<file path="src/hdl/nmc_pkg.sv">
// Package: constants, word offsets, field layouts and carriers for the NVM management config loader
package nmc_pkg;
    // ==========================================================
    // NVM word offsets
    localparam logic [15:0] W_PT_ADDR = 16'h0025;     // Pass-through SMBus addresses
    localparam logic [15:0] W_PT_RXEN = 16'h0026;     // Receive-enable bytes
    localparam logic [15:0] W_PT_CTRL = 16'h0027;     // Fragment size, notify timeout
    localparam logic [15:0] W_PT_FLAGS = 16'h0028;    // Init flags
    localparam logic [15:0] W_VSTA_PTR = 16'h0037;    // Virtual station-address pointer
    localparam logic [15:0] W_VLAN_PTR = 16'h003c;    // Netboot VLAN block pointer
    localparam logic [15:0] W_NSTOR_PTR = 16'h003d;   // Network-storage boot structure
    // ==========================================================
    // VLAN block layout and checks
    localparam logic [15:0] VLAN_SIG = 16'h4c56;      // ASCII V, L
    localparam logic [7:0] VLAN_VERSION = 8'h01;      // Structure version
    localparam int VLAN_WORDS = 3;                    // Signature, version/size, tag
    // ==========================================================
    // Init flag bit positions
    localparam int FLG_FORCE_RST = 4;                 // Forced reset enable
    localparam int FLG_ARP_OFF = 3;                   // Address resolution off
    localparam int FLG_BLK_SEL = 2;                   // Block read code select
    localparam logic [7:0] BLK_CODE_0 = 8'hc0;        // Block read code, select clear
    localparam logic [7:0] BLK_CODE_1 = 8'hd0;        // Block read code, select set
    localparam logic [1:0] NOTE_RSVD = 2'h3;          // Reserved notify method
    // ==========================================================
    // Hardware defaults when the signature is invalid
    localparam logic [15:0] DEF_ADDR = 16'h0000;
    localparam logic [15:0] DEF_RXEN = 16'h0000;
    localparam logic [15:0] DEF_CTRL = 16'h2000;      // Fragment size 0x20, timeout 0
    localparam logic [15:0] DEF_FLAGS = 16'h0008;     // Address resolution off
    localparam logic [15:0] DEF_PTR = 16'h0000;
    // ==========================================================
    // Bus register byte offsets
    localparam logic [5:0] R_STATUS = 6'h00;
    localparam logic [5:0] R_ADDR = 6'h04;
    localparam logic [5:0] R_RXEN = 6'h08;
    localparam logic [5:0] R_CTRL = 6'h0c;
    localparam logic [5:0] R_FLAGS = 6'h10;
    localparam logic [5:0] R_VSTA = 6'h14;
    localparam logic [5:0] R_NSTOR = 6'h18;
    localparam logic [5:0] R_VLPTR = 6'h1c;
    localparam logic [5:0] R_VLTAG = 6'h20;
    localparam logic [5:0] R_VLVER = 6'h24;
    localparam logic [5:0] R_COMMAND = 6'h28;         // Bit 0 write: reload
    // ==========================================================
    // Timing
    localparam int CLK_NS = 25;                       // 40 MHz core clock
    localparam int NOTE_UNIT_NS = 1100000;            // Least time per timeout unit
    localparam int NOTE_UNIT_CYC = (NOTE_UNIT_NS + CLK_NS - 1) / CLK_NS;
    localparam int LOAD_STEPS = 10;                   // Seven fixed words, three block words
    // ==========================================================
    // Types
    typedef enum logic [1:0] {
        ST_IDLE = 2'b00,
        ST_REQ = 2'b01,
        ST_WAIT = 2'b11,
        ST_DONE = 2'b10
    } nmc_state_t;

    typedef struct packed {
        logic [15:0] addr;      // Own and controller addresses
        logic [15:0] rxen;      // Receive-enable bytes
        logic [15:0] ctrl;      // Fragment size and timeout
        logic [15:0] flags;     // Init flags
        logic [15:0] vsta_ptr;  // Virtual station-address pointer
        logic [15:0] nstor_ptr; // Network-storage boot pointer
        logic [15:0] vlan_ptr;  // VLAN block pointer
        logic [15:0] vlan_sig;  // VLAN signature as read
        logic [15:0] vlan_ver;  // Size and version
        logic [15:0] vlan_tag;  // Port tag
    } nmc_words_t;

    typedef struct packed {
        logic [6:0] own_addr;
        logic [6:0] ctl_addr;
        logic [7:0] rx_byte14;
        logic [7:0] rx_byte13;
        logic [8:0] frag_max;
        logic [7:0] block_code;
        logic [1:0] note_method;
        logic arp_off;
        logic vlan_valid;
        logic [15:0] vlan_tag;
    } nmc_cfg_t;
endpackage : nmc_pkg

</file>
<file path="src/hdl/nmc_config_loader.sv">
// Module: NVM management configuration loader with Wishbone register view
`timescale 1ns/100ps
`default_nettype none

module nmc_config_loader #(
    parameter int UNIT_CYCLES = nmc_pkg::NOTE_UNIT_CYC // Cycles per timeout unit
) (
    input wire logic clk_i,
    input wire logic rst_i,
    // Wishbone classic slave
    input wire logic wb_cyc_i,
    input wire logic wb_stb_i,
    input wire logic wb_we_i,
    input wire logic [5:0] wb_adr_i,
    input wire logic [3:0] wb_sel_i,
    input wire logic [31:0] wb_dat_i,
    output logic [31:0] wb_dat_o,
    output logic wb_ack_o,
    output logic wb_err_o,
    // NVM word read port
    input wire logic sig_valid_i,
    output logic nvm_req_o,
    output logic [15:0] nvm_addr_o,
    input wire logic nvm_ack_i,
    input wire logic [15:0] nvm_data_i,
    // SMBus engine side
    input wire logic smb_cmd_valid_i,
    input wire logic [7:0] smb_cmd_i,
    input wire logic forced_reset_cmd_i,
    input wire logic note_start_i,
    input wire logic note_done_i,
    output logic cfg_ready_o,
    output nmc_pkg::nmc_cfg_t cfg_o,
    output logic block_read_hit_o,
    output logic int_reset_o,
    output logic note_timeout_o
);
    // ==========================================================
    // Elaboration checks
    generate
        if (UNIT_CYCLES < 1 || UNIT_CYCLES > 1048575) begin : g_bad_unit
            $error("UNIT_CYCLES out of range");
        end
    endgenerate

    localparam logic [19:0] UNIT_LAST = 20'(UNIT_CYCLES - 1); // Prescaler wrap

    // ==========================================================
    // Whole module state
    typedef struct packed {
        nmc_pkg::nmc_state_t st;   // Load sequencer
        logic [3:0] step;          // Word index in load sequence
        logic sig_ok;              // Signature state seen at load
        nmc_pkg::nmc_words_t w;    // Raw latched words
        nmc_pkg::nmc_cfg_t cfg;    // Decoded configuration
        logic ready;               // Configuration usable
        logic note_err;            // Image used reserved method
        logic arp_warn;            // Image cleared resolution-off bit
        logic req;                 // NVM request
        logic [15:0] naddr;        // NVM word address
        logic ack;                 // Bus ack
        logic err;                 // Bus error
        logic [31:0] rdat;         // Bus read data
        logic blk_hit;             // Block read command seen
        logic irst;                // Internal reset pulse
        logic tmr_run;             // Timeout running
        logic [19:0] pres;         // Unit prescaler
        logic [7:0] units;         // Units left
        logic tout;                // Timeout pulse
    } nmc_core_t;

    nmc_core_t s_r; // Registered state
    nmc_core_t s_nxt; // Next state

    // ==========================================================
    // Address of each load step
    function automatic logic [15:0] step_addr(input logic [3:0] step, input logic [15:0] vptr);
        logic [15:0] a;
        a = nmc_pkg::DEF_PTR;

        case (step)
            4'h0: a = nmc_pkg::W_PT_ADDR;
            4'h1: a = nmc_pkg::W_PT_RXEN;
            4'h2: a = nmc_pkg::W_PT_CTRL;
            4'h3: a = nmc_pkg::W_PT_FLAGS;
            4'h4: a = nmc_pkg::W_VSTA_PTR;
            4'h5: a = nmc_pkg::W_NSTOR_PTR;
            4'h6: a = nmc_pkg::W_VLAN_PTR;
            default: a = 16'(vptr + 16'(step - 4'h7));
        endcase
        return a;
    endfunction

    // ==========================================================
    // Decode raw words into configuration
    function automatic nmc_pkg::nmc_cfg_t decode(input nmc_pkg::nmc_words_t w);
        nmc_pkg::nmc_cfg_t c;
        c.own_addr = w.addr[15:9];
        c.ctl_addr = w.addr[7:1];
        c.rx_byte14 = w.rxen[15:8];
        c.rx_byte13 = w.rxen[7:0];
        // Low two bits forced clear so a misaligned image still stays within limit
        c.frag_max = 9'({w.ctrl[15:10], 2'b00}) + 9'h001;
        c.block_code = w.flags[nmc_pkg::FLG_BLK_SEL] ? nmc_pkg::BLK_CODE_1 : nmc_pkg::BLK_CODE_0;
        // Reserved method falls back to the alert line
        c.note_method = (w.flags[1:0] == nmc_pkg::NOTE_RSVD) ? 2'h0 : w.flags[1:0];
        c.arp_off = 1'b1;
        c.vlan_valid = (w.vlan_sig == nmc_pkg::VLAN_SIG) && (w.vlan_ver[7:0] == nmc_pkg::VLAN_VERSION);
        c.vlan_tag = c.vlan_valid ? {w.vlan_tag[15:13], 1'b0, w.vlan_tag[11:0]} : 16'h0000;
        return c;
    endfunction

    // ==========================================================
    // Next-state logic
    always_comb begin
        nmc_pkg::nmc_words_t wdef;
        logic hit;
        s_nxt = s_r;
        wdef = '0;
        wdef.addr = nmc_pkg::DEF_ADDR;
        wdef.rxen = nmc_pkg::DEF_RXEN;
        wdef.ctrl = nmc_pkg::DEF_CTRL;
        wdef.flags = nmc_pkg::DEF_FLAGS;
        hit = wb_cyc_i && wb_stb_i && !s_r.ack && !s_r.err;

        // Pulses drop after one cycle
        s_nxt.irst = 1'b0;
        s_nxt.blk_hit = 1'b0;
        s_nxt.tout = 1'b0;

        // Load sequencer; the checksum word is never read
        case (s_r.st)
            nmc_pkg::ST_IDLE: begin
                s_nxt.ready = 1'b0;
                s_nxt.step = 4'h0;
                s_nxt.sig_ok = sig_valid_i;
                if (sig_valid_i) begin
                    s_nxt.st = nmc_pkg::ST_REQ;
                end else begin
                    s_nxt.w = wdef;
                    s_nxt.st = nmc_pkg::ST_DONE;
                end
            end

            nmc_pkg::ST_REQ: begin
                // Address held with request
                s_nxt.req = 1'b1;
                s_nxt.naddr = step_addr(s_r.step, s_r.w.vlan_ptr);
                s_nxt.st = nmc_pkg::ST_WAIT;
            end

            nmc_pkg::ST_WAIT: begin
                if (nvm_ack_i) begin
                    s_nxt.req = 1'b0;
                    case (s_r.step)
                        4'h0: s_nxt.w.addr = nvm_data_i;
                        4'h1: s_nxt.w.rxen = nvm_data_i;
                        4'h2: s_nxt.w.ctrl = nvm_data_i;
                        4'h3: s_nxt.w.flags = nvm_data_i;
                        4'h4: s_nxt.w.vsta_ptr = nvm_data_i;
                        4'h5: s_nxt.w.nstor_ptr = nvm_data_i;
                        4'h6: s_nxt.w.vlan_ptr = nvm_data_i;
                        4'h7: s_nxt.w.vlan_sig = nvm_data_i;
                        4'h8: s_nxt.w.vlan_ver = nvm_data_i;
                        default: s_nxt.w.vlan_tag = nvm_data_i;
                    endcase
                    s_nxt.step = 4'(s_r.step + 4'h1);
                    // A zero pointer means no VLAN block to fetch
                    if (s_r.step == 4'(nmc_pkg::LOAD_STEPS - 1) ||
                        (s_r.step == 4'h6 && nvm_data_i == 16'h0000) ||
                        (s_r.step == 4'h7 && nvm_data_i != nmc_pkg::VLAN_SIG)) begin
                        s_nxt.st = nmc_pkg::ST_DONE;
                    end else begin
                        s_nxt.st = nmc_pkg::ST_REQ;
                    end
                end
            end

            nmc_pkg::ST_DONE: begin
                s_nxt.req = 1'b0;
                s_nxt.cfg = decode(s_r.w);
                s_nxt.note_err = (s_r.w.flags[1:0] == nmc_pkg::NOTE_RSVD);
                s_nxt.arp_warn = !s_r.w.flags[nmc_pkg::FLG_ARP_OFF];
                s_nxt.ready = 1'b1;
            end

            default: s_nxt.st = nmc_pkg::ST_IDLE;
        endcase

        // Block read command recognition
        if (s_r.ready && smb_cmd_valid_i && smb_cmd_i == s_r.cfg.block_code) begin
            s_nxt.blk_hit = 1'b1;
        end

        // Forced reset command, gated by its enable bit
        if (s_r.ready && forced_reset_cmd_i && s_r.w.flags[nmc_pkg::FLG_FORCE_RST]) begin
            s_nxt.irst = 1'b1;
        end

        // Notification timeout; a zero field disables it
        if (note_done_i || !s_r.ready) begin
            s_nxt.tmr_run = 1'b0;
        end else if (note_start_i && s_r.w.ctrl[7:0] != 8'h00) begin
            s_nxt.tmr_run = 1'b1;
            s_nxt.units = s_r.w.ctrl[7:0];
            s_nxt.pres = 20'h00000;
        end else if (s_r.tmr_run) begin
            if (s_r.pres == UNIT_LAST) begin
                s_nxt.pres = 20'h00000;
                s_nxt.units = 8'(s_r.units - 8'h01);
                // Last unit fires the flag
                if (s_r.units == 8'h01) begin
                    s_nxt.tmr_run = 1'b0;
                    s_nxt.tout = 1'b1;
                end
            end else begin
                s_nxt.pres = 20'(s_r.pres + 20'h00001);
            end
        end

        // Wishbone slave: one-cycle registered answer
        s_nxt.ack = 1'b0;
        s_nxt.err = 1'b0;

        // Unmapped offsets get an error
        if (hit) begin
            s_nxt.ack = 1'b1;
            s_nxt.rdat = 32'h00000000;
            case (wb_adr_i)
                // Flags from bit 0 up
                nmc_pkg::R_STATUS: s_nxt.rdat = {27'h0, s_r.arp_warn, s_r.note_err,
                                                 s_r.cfg.vlan_valid, s_r.sig_ok, s_r.ready};
                nmc_pkg::R_ADDR: s_nxt.rdat = {16'h0, s_r.w.addr};
                nmc_pkg::R_RXEN: s_nxt.rdat = {16'h0, s_r.w.rxen};
                nmc_pkg::R_CTRL: s_nxt.rdat = {16'h0, s_r.w.ctrl};
                nmc_pkg::R_FLAGS: s_nxt.rdat = {16'h0, s_r.w.flags};
                nmc_pkg::R_VSTA: s_nxt.rdat = {16'h0, s_r.w.vsta_ptr};
                nmc_pkg::R_NSTOR: s_nxt.rdat = {16'h0, s_r.w.nstor_ptr};
                nmc_pkg::R_VLPTR: s_nxt.rdat = {16'h0, s_r.w.vlan_ptr};
                nmc_pkg::R_VLTAG: s_nxt.rdat = {16'h0, s_r.cfg.vlan_tag};
                nmc_pkg::R_VLVER: s_nxt.rdat = {16'h0, s_r.w.vlan_ver};
                nmc_pkg::R_COMMAND: begin
                    // Reload only between loads, so a sequence never restarts halfway
                    if (wb_we_i && wb_sel_i[0] && wb_dat_i[0] && s_r.st == nmc_pkg::ST_DONE) begin
                        s_nxt.st = nmc_pkg::ST_IDLE;
                        s_nxt.ready = 1'b0;
                    end
                end
                default: begin
                    s_nxt.ack = 1'b0;
                    s_nxt.err = 1'b1;
                end
            endcase
        end
    end

    // ==========================================================
    // State register
    always_ff @(posedge clk_i) begin
        if (rst_i) begin
            s_r <= '0;
            s_r.st <= nmc_pkg::ST_IDLE;
        end else begin
            s_r <= s_nxt;
        end
    end

    // ==========================================================
    // Outputs, all straight from state flops
    assign wb_dat_o = s_r.rdat;
    assign wb_ack_o = s_r.ack;
    assign wb_err_o = s_r.err;
    assign nvm_req_o = s_r.req;
    assign nvm_addr_o = s_r.naddr;
    assign cfg_ready_o = s_r.ready;
    assign cfg_o = s_r.cfg;
    assign block_read_hit_o = s_r.blk_hit;
    assign int_reset_o = s_r.irst;
    assign note_timeout_o = s_r.tout;
endmodule // nmc_config_loader

`default_nettype wire

</file>
<file path="config.mk">
export PLATFORM = sky130hd
export DESIGN_NAME = nmc_config_loader
export DESIGN_NICKNAME = d
export VERILOG_FILES = /design/src/hdl/nmc_pkg.sv /design/src/hdl/nmc_config_loader.sv
export SDC_FILE = /design/constraint.sdc
export NUM_CORES = 1
export LEC_CHECK = 0
export BUFFER_PORTS_ARGS = -buffer_cell sky130_fd_sc_hd__buf_2
export CORE_ASPECT_RATIO = 0.7
export CORE_UTILIZATION = 35
export DETAILED_ROUTE_END_ITERATION = 7
export PLACE_DENSITY = 0.58
export SETUP_SLACK_MARGIN = 0.5
export SYNTH_ARGS = -nofsm -noshare
export SYNTH_HDL_FRONTEND = slang
export SYNTH_SLANG_ARGS = --single-unit
</file>
<file path="constraint.sdc">
create_clock -name clk_i -period 2.9 [get_ports clk_i]
set_input_delay 0.435 -clock clk_i [delete_from_list [all_inputs] [get_ports clk_i]]
set_output_delay 0.435 -clock clk_i [all_outputs]
set_load 0.1 [all_outputs]
</file>
**Yosys cells after proc, flatten, opt, wreduce, memory -nomap -nowiden**

Cells that the tools add are included.

- $add $sub $neg: 6
- Equal/unequal tests: 41
- Muxes and demuxes: 42
- Bitwise operators: 4
- Reductions and logical operators: 49

Operator list:

| kind | number |
|---|---|
| $mux 160 | 2 |
| $pmux 160 s2 | 1 |
| $mux 16 | 11 |
| $pmux 16 s10 | 1 |
| $pmux 16 s7 | 1 |
| $reduce_and 4->1 | 10 |
| $mux 30 | 1 |
| $mux 29 | 1 |
| $eq 6x5->1 const B | 4 |
| $add 20x1->20 const B | 1 |
| $eq 20x16->1 const B | 1 |
| $mux 20 | 1 |
| $eq 6x6->1 const B | 3 |
| $add 16x16->16 | 1 |
| $eq 16x15->1 const B | 1 |
| $eq 4x3->1 const B | 4 |
| $eq 8x1->1 const B | 2 |
| $logic_not 16->1 | 1 |
| $ne 16x15->1 const B | 1 |
| $logic_and 1x1->1 | 14 |
| $mux 2 | 7 |
| $ne 2x1->1 const B | 7 |
| $eq 6x4->1 const B | 2 |
| $reduce_or 11->1 | 1 |
| other kinds (34) | 63 |

- Register bits after elaboration: 320
- Input bits: 77
- Output and inout bits: 122
- Logic and storage cells: 179

**Longest topological paths before layout**

- Depth after elaboration: 10
- Mapped depth: 11

**Worst setup path after synthesis**

No wires, ideal clock.

- Path kind: reg-to-reg
- From: register s_r[314] (netlist bit)
- To: register s_r (netlist bit nvm_addr_o[14])
- Setup time: 0.129 ns
- Data arrival time: 2.766 ns
- Required time: 2.771 ns
- Slack: 0.006 ns
- Stages on the path, launching flop included: 10
- Path buffers: 0
- Clock period less this slack: 2.894 ns
- Cell sequence: dfxtp_1 ha_1 a21oi_1 ha_1 a21o_1 a221oi_1 o31a_1 o221ai_1 xnor2_1 o21ai_0

- Cells in the longest elaborated chain, start to end: 3
- Elaborated cells between the ends (all ways): 10

Ends and longest elaborated chain:

| element | RTL line | text |
|---|---|---|
| start, declared | nmc_config_loader.sv:72 | `nmc_core_t s_r;` |
| start signal, assigned | nmc_config_loader.sv:264 | `s_r <= s_nxt;` |
| $sub 4x3->5 | nmc_config_loader.sv:89 | `default: a = 16'(vptr + 16'(step - 4'h7));` |
| $add 16x16->16 | nmc_config_loader.sv:89 |  |
| $pmux 16 s7 * | nmc_config_loader.sv:81 | `case (step)` |

Mark *: on every way between the ends. The rest lies on a longest branch, timed or not.
A chain may end at the register's enable or synchronous reset.

**Final worst setup path**

- From: register s_r[315] (netlist bit)
- To: register s_r (netlist bit nvm_addr_o[11])

Same word-level chain as after synthesis.

==> reports/metrics.csv <==
stage,metric,value,unit
run_status,outcome,finished clean,
detailed_routing,met1_length,19340,microns
power,vdd_drop_max,0.0004431,V
worst_setup_path,cp_common_cell,ha_4,
worst_setup_path,path_class,reg2reg,
synthesis,synth_top_family_by_area,simple AND/OR/NAND/NOR gates,
detailed_routing,drt_wl_total,41320,microns
worst_setup_path,rr_endpoint,nvm_addr_o[11]$_SDFFE_PP0P_,
sta,maxSlewViolCount,0,
worst_setup_path,cp-start-kind,register,
synthesis,yosysSeqAreaShare,0.4248,
floorplanning,fp-row-count,60,
min_path,min_path_type,in2reg,
final_layout,area_delta_synth_final,13.26,%
synthesis,synthSimpleGateAreaFrac,0.2109,
clock_network,cts_tree,done,
grt,grt_use_total,0.2018,
sta,rsz0062_at_grt,yes,
power,power.density,576.2,nW/um^2
power,power,8.980,mW
synthesis,netlist_area,13760,sq um
grt,grt_pass1_vias,11119,
detailed_routing,drc,0,
min_path,hold_depth,4,
synthesis,synth_fa_ha_area_frac,0.02146,
floorplanning,core_area,38590,sq um
synthesis,synth_area_leader_cell,dfxtp_1,
worst_setup_path,critPathCaptureType,register,
final_layout,nFillCells,3974,
clock_network,clk_pin_slew,0.07,ns
worst_setup_path,cp_slowest_stage_delay,0.46,ns
grt,grt_start_max_net_pins,96,
sta,fmax,413.6,MHz
synthesis,ys_ff_latch,292,
synthesis,yosysMostFrequentCell,nor2_1,
clock_network,cts_inserted_buffers,30,
final_layout,antenna-diode-count,0,
sta,setup_violations,0,
synthesis,synthXorXnorAreaFrac,0.01909,
floorplanning,ios,199,
final_layout,stdcell_count,2300,
synthesis,yosys-top-cells-area,"dfxtp_1 (42%), nor2_1 (9.9%), a21oi_1 (9.4%)",
detailed_routing,vias_per_cell,5.238,
clock_network,clockBufferDepth,3,
sta,fin_crit,2.418,ns
placed_design,dpl.hpwl,29500,microns
worst_setup_path,worstRegToRegCells,11,
worst_setup_path,critical_path.slowest_cell,or3b_2,
clock_network,cts-root-buf,clkbuf_16,
flow_run,max_cap_violations,0,
final_layout,drive_gt1_frac,0.1754,
clock_network,clk_latency,0.57,ns
clock_network,cts_sinks,292,
worst_setup_path,critPathMaxFanout,6,
worst_setup_path,cp.required,3.35,ns
floorplanning,start_util,0.3566,
min_path,hold_end,block_read_hit_o$_SDFF_PP0_,
worst_setup_path,crit_arrival,2.87,ns
sta,fin_skew,0.01430,ns
synthesis,yosysWarnings,0,
clock_network,h-tree-depth,1,
floorplanning,die_area,40130,sq um
sta,hold_viol,0,
synthesis,synthFlopType,dfxtp_1,
grt,grt_pass1_wl,63880,microns
detailed_routing,drt_iter0_drc,1111,
detailed_routing,dr_wl_met2,18300,microns
synthesis,synth_top_area_share,0.4248,
sta,finalSetupTns,0,ns
synthesis,synth.avg_cell_area,7.986,sq um
clock_network,holdBufCountCts,0,
worst_setup_path,r2r_setup_slack,0.48,ns
detailed_routing,wl_met3,2800,microns
worst_setup_path,critPathLaunch,s_r[315]$_SDFFE_PP0P_,
placed_design,gp_congestion,0.8832,
min_path,holdCritStartpoint,smb_cmd_i[1],
grt,grt.overflow.total,0,
synthesis,synthMuxAreaShare,0.03455,
synthesis,synthArstFlopShare,0,
synthesis,synth-edff-count,0,
detailed_routing,antenna_left,0,
worst_setup_path,crit_chain,ha_4 > a21oi_4 > buf_12 > buf_6 > ha_4 > a21oi_2 > o21ai_4 > or3b_2 > o21ai_1 > xor2_1 > o21ai_0,
sta,fin_crit_sh,0.8338,
synthesis,synth_compound_area_frac,0.1920,
worst_setup_path,path_delay_family,compound AO/OA/AOI/OAI gates,
synthesis,ys_top_cells_by_count,"nor2_1 (362), dfxtp_1 (292), a21oi_1 (258)",
floorplanning,fp.dieW,239.0,microns
worst_setup_path,cp.buffers_inverters,2,
synthesis,synth.distinct_cells,65,
detailed_routing,wire_per_inst,17.96,microns
final_layout,layout.nets,1851,
detailed_routing,via_count,12047,
sta,max_slew_margin,0.1828,
synthesis,syn-instance-count,1723,
placed_design,port-buffer-count,140,
detailed_routing,drt-pass1-iter-count,6,
floorplanning,die_h,167.9,microns
detailed_routing,top_layer,met4,
power,p_leak,6.039,nW
sta,tightest_slew,1.216,ns
grt,antenna_found_initial,0,
worst_setup_path,r2r-start,s_r[315]$_SDFFE_PP0P_,
placed_design,placedCellCount,2238,
## repair_timing
| action | 4_1_cts | 5_1_grt |
|---|---|---|
| gates cloned | 0 | 0 |
| setup buffers | 6 | 2 |
| setup endpoints to repair | 9 | 70 |
| pin swaps | 8 | 7 |
| gates resized for setup | 21 | 11 |
## tightest hold or removal path: stages
cell	delay, ns
buf_2	0.07
nor4_1	0.04
nand3_1	0.06
a21oi_1	0.04
## through the flow
stage | hold slack, ns | worst slack [ns] | cell area [sq um] | utilization
finish | 0.1207 | 0.4820 | 15580 | 0.4039
global placement | 0.4388 | 0.2392 | 14390 | 0.3729
detailed placement | 0.4444 | 0.2266 | 14390 | 0.3729
floorplan | 0.4263 | 0.4949 | 13930 | -
global route | 0.1186 | 0.3919 | 15580 | 0.4039
CTS | 0.1019 | 0.5013 | 15520 | 0.4022
## per-layer routing
metal,up-vias,GRT usage
met2,400,0.3108
met3,71,0.03853
met4,0,0.04849
met5,-,0
li1,5897,-
met1,5679,0.2885
## state kept, by name (all words and copies together) (netlist names)
| register | count |
|---|---|
| cfg_ready_o | 1 |
| int_reset_o | 1 |
| wb_dat_o | 16 |
| cfg_o | 56 |
| wb_ack_o | 1 |
| wb_err_o | 1 |
| nvm_req_o | 1 |
| note_timeout_o | 1 |
| block_read_hit_o | 1 |
| s_r | 197 |
| nvm_addr_o | 16 |
## cells in the final DEF (no fill, tap or decap), types with 6 or more instances in the layout
master     synthesis  routed
ha_1              22      15
inv_1             13      11
conb_1             1      24
clkbuf_8           0       8
or3_1              6       6
a21oi_1          258     255
and3_1            12      12
nor2_1           362     362
xor2_1            18      17
dfxtp_1          292     288
nand3_1           41      41
mux2_2            27      27
nor4_1             7       7
clkbuf_1          91       7
nand2_1          147     147
buf_4            115      48
ha_4               0       6
a22o_1            28      28
clkbuf_16          0      31
a22oi_1           20      20
a32oi_1            6       6
buf_2              4     139
o21ai_2            1       6
o21ai_0           39      34
a222oi_1          11      11
nor3_1            21      21
a21o_1            20      20
nand2b_1          19      19
mux4_2             6       6
nand4_1           16      16
and4_1             6       6
xnor2_1           12      11
## area by class of cell
cell class | count | area (sq um) | share of cell area
Multi-Input combinational cell | 1221 | 6879 | 0.4414
Sequential cell | 292 | 5858 | 0.3759
Timing Repair Buffer | 193 | 1150 | 0.07378
Clock buffer | 46 | 912.1 | 0.05853
Tap cell | 527 | 659.4 | 0.04231
Clock inverter | 8 | 77.57 | 0.004978
Inverter | 13 | 48.80 | 0.003131
## power breakdown
| group | switching (mW) | internal (mW) | leakage (nW) |
|---|---|---|---|
| combinational | 0.779 | 0.203 | 3.19 |
| clock | 1.64 | 2.25 | 0.488 |
| sequential | 0.0483 | 4.06 | 2.36 |
## how the worst max path moves through the flow
| stage | slack [ns] | cells after the start | endpoint |
|---|---|---|---|
| global placement | 0.24 | 9 | nvm_addr_o[14]$_SDFFE_PP0P_ |
| detailed placement | 0.23 | 8 | nvm_addr_o[13]$_SDFFE_PP0P_ |
| CTS | 0.50 | 11 | nvm_addr_o[11]$_SDFFE_PP0P_ |
| finish | 0.48 | 11 | nvm_addr_o[11]$_SDFFE_PP0P_ |
| floorplan | 0.49 | 9 | nvm_addr_o[14]$_SDFFE_PP0P_ |
| global route | 0.39 | 10 | nvm_addr_o[10]$_SDFFE_PP0P_ |
## kinds of logic after synthesis
| group | after synthesis |
|---|---|
| buffers and inverters | 233 |
| adders and majority gates | 23 |
| other | 1 |
| AOI/OAI and AO/OA | 439 |
| DFF | 292 |
| muxes | 35 |
| and+or+nand+nor | 670 |
| xor gates and xnor gates | 30 |
No activity file was read; power rests on OpenSTA's default activity.
